**config.mk**
```make
export PLATFORM = sky130hd
export DESIGN_NAME = uart_cfg_top
export DESIGN_NICKNAME = d
export VERILOG_FILES = /design/src/core/uart_cfg_pkg.sv /design/src/core/frame_if.sv /design/src/core/serial_tx.sv /design/src/core/serial_rx.sv /design/src/core/uart_cfg_top.sv
export SDC_FILE = /design/constraint.sdc
export NUM_CORES = 1
export LEC_CHECK = 0
export CAP_MARGIN = 10
export CORE_ASPECT_RATIO = 0.75
export CORE_MARGIN = 1.5
export CORE_UTILIZATION = 45
export DETAILED_ROUTE_END_ITERATION = 16
export DONT_BUFFER_PORTS = 1
export PLACE_DENSITY = 0.6
export SETUP_SLACK_MARGIN = 0.3
export SYNTH_ARGS = -nofsm -noshare
export SYNTH_HDL_FRONTEND = slang
export SYNTH_SLANG_ARGS = --single-unit
```
**constraint.sdc**
```tcl
create_clock -name mclk -period 2.8 [get_ports mclk]
set_input_delay 0.14 -clock mclk [delete_from_list [all_inputs] [get_ports mclk]]
set_output_delay 0.14 -clock mclk [all_outputs]
set_load 0.01 [all_outputs]
```
**src/core/uart_cfg_pkg.sv**
```systemverilog
// Constants, register map and parity helper for the serial line block.
// Assumes a single 100 MHz clock and a 32-bit APB slave with 8-bit addresses.
package uart_cfg_pkg;
    localparam logic [7:0] OFF_LFC = 8'h00;
    localparam logic [7:0] OFF_MISC = 8'h04;
    localparam logic [7:0] OFF_BAUD = 8'h08;
    localparam logic [7:0] OFF_TXD = 8'h0c;
    localparam logic [7:0] OFF_RXD = 8'h10;
    localparam int B_LOOP = 7;
    localparam int B_SRC = 5;
    localparam int B_NINE = 4;
    localparam int B_IDLE_AFT = 2;
    localparam int B_PAR = 1;
    localparam int B_ODD = 0;
    localparam int B_INV = 0;
    localparam logic [7:0] LFC_RST = 8'h00;
    localparam logic [7:0] LFC_MASK = 8'hb7;
    localparam logic [15:0] BAUD_RST = 16'h0035;
    localparam logic [3:0] OS_MID = 4'h7;
    localparam logic [3:0] OS_LAST = 4'hf;
    localparam logic [3:0] LAST8 = 4'h9;
    localparam logic [3:0] LAST9 = 4'ha;
    localparam logic [3:0] IDLE8 = 4'ha;
    localparam logic [3:0] IDLE9 = 4'hb;

    // Parity bit that makes the character even (odd when odd is set)
    function automatic logic par_bit(logic [8:0] d, logic nine, logic odd);
        par_bit = (nine ? ^d[7:0] : ^d[6:0]) ^ odd;
    endfunction
endpackage

```
**src/core/frame_if.sv**
```systemverilog
// Link between the control top and its transmit and receive engines.
// Assumes all users sit on the same clock.
`timescale 1ns/1ps
interface frame_if;
    logic os_tick, nine, par_on, odd, idle_after_stop, tx_start, tx_busy, tx_bit;
    logic rx_in, rx_valid, rx_perr, rx_ferr, rx_idle;
    logic [8:0] tx_data, rx_data;
    modport ctl(output os_tick, nine, par_on, odd, idle_after_stop, tx_start, tx_data, rx_in,
                input tx_busy, tx_bit, rx_valid, rx_data, rx_perr, rx_ferr, rx_idle);
    modport tx(input os_tick, nine, par_on, odd, tx_start, tx_data, output tx_busy, tx_bit);
    modport rx(input os_tick, nine, par_on, odd, idle_after_stop, rx_in,
               output rx_valid, rx_data, rx_perr, rx_ferr, rx_idle);
endinterface

```
**src/core/serial_tx.sv**
```systemverilog
// Transmit shifter: start, data LSB first, optional ninth bit, stop.
// Assumes a 16x oversample tick; tx_start only while idle.
`timescale 1ns/1ps
module serial_tx
    import uart_cfg_pkg::*;
(
    input wire logic mclk,
    input wire logic rst_b,
    frame_if.tx f
);
    typedef struct packed {
        logic busy;
        logic [3:0] os;
        logic [3:0] bitn;
        logic [10:0] sh;
    } tx_t;
    tx_t q, d;
    logic [8:0] dat;
    logic [3:0] last;

    assign last = f.nine ? LAST9 : LAST8;

    always_comb begin
        d = q;
        dat = f.tx_data;
        if (f.par_on && f.nine) begin
            dat[8] = par_bit(f.tx_data, 1'b1, f.odd);
        end else if (f.par_on) begin
            dat[7] = par_bit(f.tx_data, 1'b0, f.odd);
        end
        if (!q.busy && f.tx_start) begin
            d.busy = 1'b1;
            d.os = 4'h0;
            d.bitn = 4'h0;
            // Eight-bit frame pads with an extra stop-level bit that is never sent
            d.sh = f.nine ? {1'b1, dat, 1'b0} : {2'b11, dat[7:0], 1'b0};
        end else if (q.busy && f.os_tick) begin
            d.os = q.os + 4'h1;
            if (q.os == OS_LAST) begin
                d.sh = {1'b1, q.sh[10:1]};
                d.bitn = q.bitn + 4'h1;
                d.busy = (q.bitn != last);
            end
        end
    end

    always_ff @(posedge mclk or negedge rst_b) begin
        if (!rst_b) begin
            q <= '0;
        end else begin
            q <= d;
        end
    end

    assign f.tx_busy = q.busy;
    assign f.tx_bit = q.busy ? q.sh[0] : 1'b1;
endmodule // serial_tx

```
**src/core/serial_rx.sv**
```systemverilog
// Receive engine with mid-bit sampling, parity check and idle detection.
// Assumes rx_in already synchronised and a 16x oversample tick.
`timescale 1ns/1ps
module serial_rx
    import uart_cfg_pkg::*;
(
    input wire logic mclk,
    input wire logic rst_b,
    frame_if.rx f
);
    typedef struct packed {
        logic act;
        logic [3:0] os;
        logic [3:0] bitn;
        logic [8:0] sh;
        logic valid;
        logic perr;
        logic ferr;
        logic [8:0] data;
        logic [3:0] ios;
        logic [3:0] icnt;
        logic idle;
    } rx_t;
    rx_t q, d;
    logic [3:0] last;
    logic [3:0] thr;
    logic [8:0] w;

    assign last = f.nine ? LAST9 : LAST8;
    assign thr = f.nine ? IDLE9 : IDLE8;

    always_comb begin
        d = q;
        d.valid = 1'b0;
        d.idle = 1'b0;
        w = f.nine ? q.sh : {1'b0, q.sh[8:1]};
        if (!q.act && !f.rx_in) begin
            d.act = 1'b1;
            d.os = 4'h0;
            d.bitn = 4'h0;
        end else if (q.act && f.os_tick) begin
            d.os = q.os + 4'h1;
            if (q.os == OS_MID) begin
                d.bitn = q.bitn + 4'h1;
                if (q.bitn == 4'h0) begin
                    d.act = !f.rx_in;
                end else if (q.bitn == last) begin
                    d.act = 1'b0;
                    d.valid = 1'b1;
                    d.data = w;
                    d.ferr = !f.rx_in;
                    d.perr = f.par_on && ((^w) != f.odd);
                end else begin
                    d.sh = {f.rx_in, q.sh[8:1]};
                end
            end
        end
        // Idle counting runs on its own bit phase so it works between frames
        if (f.os_tick) begin
            d.ios = q.ios + 4'h1;
        end
        // Held at zero for the whole frame, not just from the next bit boundary
        if (f.idle_after_stop && q.act) begin
            d.icnt = 4'h0;
        end else if (f.os_tick && q.ios == OS_LAST) begin
            if (!f.rx_in) begin
                d.icnt = 4'h0;
            end else if (q.icnt < thr) begin
                d.icnt = q.icnt + 4'h1;
                d.idle = (q.icnt == thr - 4'h1);
            end
        end
    end

    always_ff @(posedge mclk or negedge rst_b) begin
        if (!rst_b) begin
            q <= '0;
        end else begin
            q <= d;
        end
    end

    assign f.rx_valid = q.valid;
    assign f.rx_data = q.data;
    assign f.rx_perr = q.perr;
    assign f.rx_ferr = q.ferr;
    assign f.rx_idle = q.idle;
endmodule // serial_rx

```
**src/core/uart_cfg_top.sv**
```systemverilog
// Serial line block with APB registers, pin routing for normal,
// loopback and single-wire use, and frame format configuration.
// Assumes rxd and txd_i are asynchronous pins; APB is on mclk.
`timescale 1ns/1ps
module uart_cfg_top
    import uart_cfg_pkg::*;
(
    input wire logic mclk,
    input wire logic rst_b,
    input wire logic psel,
    input wire logic penable,
    input wire logic pwrite,
    input wire logic [7:0] paddr,
    input wire logic [31:0] pwdata,
    output logic [31:0] prdata,
    output logic pready,
    output logic pslverr,
    input wire logic rxd,
    input wire logic txd_i,
    output logic txd_o,
    output logic txd_oe
);
    typedef struct packed {
        logic rx_s1;
        logic rx_s2;
        logic pin_s1;
        logic pin_s2;
        logic [7:0] lfc;
        logic inv;
        logic [15:0] baud;
        logic [15:0] div;
        logic os;
        logic txgo;
        logic [8:0] txdat;
        logic [8:0] rdat;
        logic f_valid;
        logic f_perr;
        logic f_ferr;
        logic f_idle;
        logic rdy;
        logic err;
        logic [31:0] rdata;
        logic txo;
        logic txoe;
    } top_t;
    top_t q, d;
    frame_if f();
    logic rise;
    logic acc;
    logic clr;
    logic loop;
    logic single;
    logic mapped;

    serial_tx serial_tx_inst (
        .mclk(mclk),
        .rst_b(rst_b),
        .f(f.tx)
    );

    serial_rx serial_rx_inst (
        .mclk(mclk),
        .rst_b(rst_b),
        .f(f.rx)
    );

    assign loop = q.lfc[B_LOOP];
    assign single = loop && q.lfc[B_SRC];
    assign rise = psel && penable && !q.rdy;
    assign acc = psel && penable && q.rdy;
    // Clear at the edge that captures the status, so nothing arriving later is lost unseen
    assign clr = rise && !pwrite && paddr == OFF_RXD;
    assign mapped = paddr == OFF_LFC || paddr == OFF_MISC || paddr == OFF_BAUD ||
                    paddr == OFF_TXD || paddr == OFF_RXD;

    assign f.os_tick = q.os;
    assign f.nine = q.lfc[B_NINE];
    assign f.par_on = q.lfc[B_PAR];
    assign f.odd = q.lfc[B_ODD];
    assign f.idle_after_stop = q.lfc[B_IDLE_AFT];
    assign f.tx_start = q.txgo;
    assign f.tx_data = q.txdat;

    // Receiver source: source bit only counts once loop select is set
    always_comb begin
        if (!loop) begin
            f.rx_in = q.rx_s2;
        end else if (q.lfc[B_SRC]) begin
            f.rx_in = q.pin_s2;
        end else begin
            f.rx_in = f.tx_bit;
        end
    end

    always_comb begin
        d = q;
        d.rx_s1 = rxd;
        d.rx_s2 = q.rx_s1;
        d.pin_s1 = txd_i;
        d.pin_s2 = q.pin_s1;
        d.txgo = 1'b0;
        if (q.div == 16'h0000) begin
            d.div = q.baud;
            d.os = 1'b1;
        end else begin
            d.div = q.div - 16'h0001;
            d.os = 1'b0;
        end
        // New events win over a read that clears in the same cycle
        d.f_valid = f.rx_valid || (q.f_valid && !clr);
        d.f_perr = (f.rx_valid && f.rx_perr) || (q.f_perr && !clr);
        d.f_ferr = (f.rx_valid && f.rx_ferr) || (q.f_ferr && !clr);
        d.f_idle = f.rx_idle || (q.f_idle && !clr);
        if (f.rx_valid) begin
            d.rdat = f.rx_data;
        end
        d.rdy = rise;
        d.err = 1'b0;
        if (rise) begin
            d.err = !mapped || (pwrite && paddr == OFF_TXD && (f.tx_busy || q.txgo));
            case (paddr)
                OFF_LFC: begin
                    d.rdata = {24'h000000, q.lfc};
                end
                OFF_MISC: begin
                    d.rdata = {31'h0, q.inv};
                end
                OFF_BAUD: begin
                    d.rdata = {16'h0000, q.baud};
                end
                OFF_RXD: begin
                    d.rdata = {18'h0, f.tx_busy, q.f_idle, q.f_ferr, q.f_perr, q.f_valid, q.rdat};
                end
                default: begin
                    d.rdata = 32'h00000000;
                end
            endcase
        end
        if (acc && pwrite && !q.err) begin
            case (paddr)
                OFF_LFC: begin
                    d.lfc = pwdata[7:0] & LFC_MASK;
                end
                OFF_MISC: begin
                    d.inv = pwdata[B_INV];
                end
                OFF_BAUD: begin
                    d.baud = pwdata[15:0];
                    d.div = pwdata[15:0];
                end
                OFF_TXD: begin
                    d.txgo = 1'b1;
                    d.txdat = pwdata[8:0];
                end
                default: begin
                    d.txgo = 1'b0;
                end
            endcase
        end
        d.txo = f.tx_bit ^ q.inv;
        // Single wire releases the shared pin whenever nothing is being sent
        d.txoe = !single || f.tx_busy;
    end

    always_ff @(posedge mclk or negedge rst_b) begin
        if (!rst_b) begin
            q <= '0;
            q.lfc <= LFC_RST;
            q.baud <= BAUD_RST;
            q.rx_s1 <= 1'b1;
            q.rx_s2 <= 1'b1;
            q.pin_s1 <= 1'b1;
            q.pin_s2 <= 1'b1;
            q.txo <= 1'b1;
            q.txoe <= 1'b1;
        end else begin
            q <= d;
        end
    end

    assign prdata = q.rdata;
    assign pready = q.rdy;
    assign pslverr = q.err;
    assign txd_o = q.txo;
    assign txd_oe = q.txoe;
endmodule // uart_cfg_top

```
==> results.md <==
Timing:
- At the pin with the least slew margin, the transition time is around 0.66 ns.
- The setup-violating endpoint count in the final report is 0.
- Counting I/O delays and the setup requirement, the final critical path takes about 2.2 ns.
- Setup slack on the critical path of the routed design comes to 0.598 ns.
- The accumulated negative setup slack is 0 ns.
- The worst hold margin is -0.581 ns.
- The worst slew margin relative to its limit is 55.4%.
- The final clock skew is 0.00745 ns.
- After layout, the worst path uses 78.6% of the clock period.
- The final number of hold-violating endpoints is 146.
- The number of max-slew violations in the final report is 0.
- Derived from the worst setup path, the maximum achievable clock frequency is 454 MHz.
- Setup repair after global routing left no endpoint under its margin.

Synthesis:
- The area of the mapped netlist is 0.00711 mm².
- After synthesis, the largest family of logic cells by area is simple AND/OR/NAND/NOR gates.
- By count the netlist is led by sky130_fd_sc_hd__dfrtp_1 (136), sky130_fd_sc_hd__nand2_1 (103), sky130_fd_sc_hd__nor2_1 (53).
- The synthesized instance count is between 600 and 700.
- The sequential cell area fraction in the yosys report is 51.5%.
- Counting flops with a built-in enable in the synthesized netlist gives 0.
- Summing the areas of all and, or, nand and nor instances in the mapped netlist gives 16.1% of the synthesized area.
- The portion of netlist area occupied by mux cells is 10.1%.
- The top cell type by area accounts for 47.8% of the synthesized area.
- The number of distinct library cell variants in the gate-level netlist after synthesis is 63.
- In the synthesized netlist the async set-or-reset flop fraction comes to 100%.
- Yosys attributes the largest share of cell area to sky130_fd_sc_hd__dfrtp_1 (48%), sky130_fd_sc_hd__mux2_2 (6.0%), sky130_fd_sc_hd__nand2_1 (5.4%).
- Summing the areas of all xor and xnor instances in the mapped netlist gives under 10% of the synthesized area.
- In the synthesized netlist the dominant register cell turns out to be sky130_fd_sc_hd__dfrtp_1.
- Of all cell types, the one taking the most synthesized area is sky130_fd_sc_hd__dfrtp_1.
- Summing the areas of all fa, ha and maj instances in the mapped netlist gives 1.76% of the synthesized area.
- A synthesized cell averages 10.6 µm².
- The compound-gate portion of the synthesized area is under 10%.
- sky130_fd_sc_hd__dfrtp_1 is the most common cell in the netlist.
- The synthesized flop and latch total is 146.
- The count of yosys warnings during synthesis is 0.

Layout:
- The number of nets in the final layout is 743.
- Compared with the post-synthesis result, the final layout area differs by 12.5%.
- The number of antenna repair diodes is 0.
- Of the cells placed in the final design, the portion with a size suffix greater than 1 is 15.2%.
- At the end of the flow the core is filled with cells to between 50% and 60%.
- Once layout is complete, the cells apart from fillers number 904.

CTS:
- The number of hold buffers added after CTS was 24.
- The post-CTS clock slew at the launch and capture registers of the worst setup and hold paths is 0.06 ns.
- The longest clock path from root to sink contains 2 buffers.
- The H-tree was split into 4 levels.
- The clock sink total is 146.
- The clock insertion delay at the later pin of the skew report is roughly 0.42 ns.
- The cell sitting at the root of the clock tree is a sky130_fd_sc_hd__clkbuf_16.
- TritonCTS built the clock tree.
- Once the clock tree was built, the setup fixing pass inserted 0 buffers.
- Counting the buffers created by CTS gives 17.

Global route:
- The via count of the first global-routing pass was 4,811.
- Summed over all layers, the global routing overflow is 0.
- The overall global routing resource usage is slightly above 20%.
- The first global-routing pass estimated 25,900 µm of wire.
- The pin count of the biggest net entering global routing is 147.
- The initial antenna violation count is 0.

Placement:
- The placed instance count is 848.
- The count of buffers added on input and output ports is 0.
- The sum of net half-perimeters after detailed placement is 10,800 µm.
- The weighted congestion reported at the end of routability-driven placement is 0.814.
- The worst-case setup slack after placement is about 0.53 ns.

Floorplanning:
- The floorplan die height is 112 µm.
- In this run the count of I/O pins placed on the die edge is between 80 and 90.
- Once the floorplan was initialized, standard cells occupied 46.4% of the core.
- The die area is 0.0166 mm².
- The total area inside the core boundary comes to 0.0153 mm².
- The width of the die is 148 µm.
- The floorplan has 39 rows.

Setup path:
- The worst setup path startpoint is serial_rx_inst.q[38].
- Data on the critical path arrives at its endpoint at 2.50 ns.
- Along the worst path, the maximum fanout reaches 22.
- The required time at the worst-slack endpoint is 3.10 ns.
- The type of the worst setup path is reg2reg.
- The type of element capturing the critical path is a flip-flop.
- The number of cells on the worst reg-to-reg path is 4.
- The setup check on the worst reg-to-reg path leaves a slack of 0.60 ns.
- The worst register-to-register path begins at serial_rx_inst.q[38].
- The worst setup path is launched from a flip-flop.
- In this run the critical register-to-register path is captured at serial_rx_inst.f.rx_ferr.
- Following the worst setup path forward leads to its endpoint at serial_rx_inst.f.rx_ferr.

Drt:
- The residual antenna-violating net count after detailed routing is 0.
- For this run, design rule violations remaining after detail routing come to 0.
- The routed via count is 4,868.
- The detail-routed net length per standard cell is 17.6 µm.
- The violation count after the first detailed-route iteration is 379.
- After detailed routing, the total wire length is about 16,000 µm.
- The detailed-routing iteration count for the pre-antenna-repair pass is 5.
- After detailed routing, the number of vias per cell comes to 5.38.

Power:
- The power density over cell area is between 600 and 700 mW/mm².
- The worst vdd rail ir drop is 332 µV.
- Summed over all cells, the static leakage comes to 3.78 nW.
- The overall power is between 4 and 5 mW.

Status:
- The run finished, with violations left.
- The checks that failed: hold timing.

Hold path:
- The class of the tightest hold or removal check is in2async.

Run:
- The number of max-cap violations is 0.
## power breakdown
part | internal (mW) | leakage [nW] | total [mW] | switching, mW
registers | 2.17 | 1.93 | 2.25 | 0.0781
clock network | 1.46 | 0.290 | 2.36 | 0.907
logic | 0.0981 | 1.56 | 0.194 | 0.0963
total | 3.73 | 3.78 | 4.81 | 1.08
## registers in the layout, summed over array words and instances (netlist names), 2 cells and up
name                      flops
q                            49
serial_rx_inst.q             26
prdata                       16
serial_tx_inst.q             19
f.tx_data                     9
serial_rx_inst.f.rx_data      9
d                             2
## critical path, cell delays in order (launching register included)
cell	delay, ns
sky130_fd_sc_hd__dfrtp_1	0.57
sky130_fd_sc_hd__nand4_1	0.26
sky130_fd_sc_hd__nor2_2	0.31
sky130_fd_sc_hd__and4bb_2	0.56
sky130_fd_sc_hd__mux2_2	0.38
## how the worst min path moves through the flow
stage           from                   to  slack, ns
3_5_place_dp   rst_b  serial_tx_inst.q[4]      -0.15
2_1_floorplan  rst_b    f.idle_after_stop      -0.16
6_report       rst_b  serial_tx_inst.q[6]      -0.58
4_1_cts        rst_b  serial_tx_inst.q[6]      -0.60
5_1_grt        rst_b  serial_tx_inst.q[4]      -0.61
3_3_place_gp   rst_b  serial_tx_inst.q[3]      -0.15
## layout make-up
| type | instances | area, µm² |
|---|---|---|
| fill | 1347 | 7320 |
| sequential | 146 | 3670 |
| multi-input combinational | 473 | 3090 |
| clock buffer | 21 | 460 |
| timing repair buffer | 38 | 345 |
| tap | 205 | 256 |
| clock inverter | 11 | 153 |
| inverter | 10 | 37.5 |
## through the flow
step	instance area, µm²	hold slack [ns]
5_1_grt	8000	-0.610
2_1_floorplan	7170	-0.156
6_report	8000	-0.581
4_1_cts	8000	-0.598
3_5_place_dp	7150	-0.150
3_3_place_gp	7150	-0.149
## what timing repair did
item / in CTS / in global routing
endpoints found under the setup margin: 0 / 1
gates resized for setup: 0 / 1
hold endpoints to repair: 198 / 146
## cell families (layout without fill, tap and decap cells)
logic type,Yosys count,after routing
simple gates,232,232
flops,146,146
compound gates,108,108
buf+inv,69,80
mux,67,67
xor+xnor,40,40
fa+ha+maj,10,10
other cells,1,16
## routing by layer
metal  track usage, %  part of all wire [%]
met1             28.9                    49
met3             5.04                   4.3
met5                0                     0
met4             6.73                   1.2
met2             30.5                    46
## placed cells by master (no fill, tap or decap), types with 8 or more instances in the layout
master / Yosys / routed
sky130_fd_sc_hd__dfrtp_1: 136 / 136
sky130_fd_sc_hd__nand2_1: 103 / 103
sky130_fd_sc_hd__nor2_1: 53 / 52
sky130_fd_sc_hd__o21ai_0: 42 / 42
sky130_fd_sc_hd__mux2_2: 38 / 38
sky130_fd_sc_hd__xnor2_1: 30 / 30
sky130_fd_sc_hd__mux2i_1: 28 / 28
sky130_fd_sc_hd__dlygate4sd3_1: 0 / 24
sky130_fd_sc_hd__a21oi_1: 22 / 22
sky130_fd_sc_hd__clkbuf_16: 0 / 17
sky130_fd_sc_hd__conb_1: 1 / 16
sky130_fd_sc_hd__buf_4: 34 / 14
sky130_fd_sc_hd__nand4_1: 12 / 12
sky130_fd_sc_hd__nand2b_1: 11 / 11
sky130_fd_sc_hd__inv_1: 10 / 10
sky130_fd_sc_hd__xor2_1: 10 / 10
sky130_fd_sc_hd__ha_1: 10 / 10
sky130_fd_sc_hd__dfstp_2: 10 / 10
sky130_fd_sc_hd__nand3_1: 9 / 9
sky130_fd_sc_hd__nor2b_1: 8 / 8
sky130_fd_sc_hd__a221oi_1: 8 / 8
Note: power is estimated with default switching activity, not from simulation.
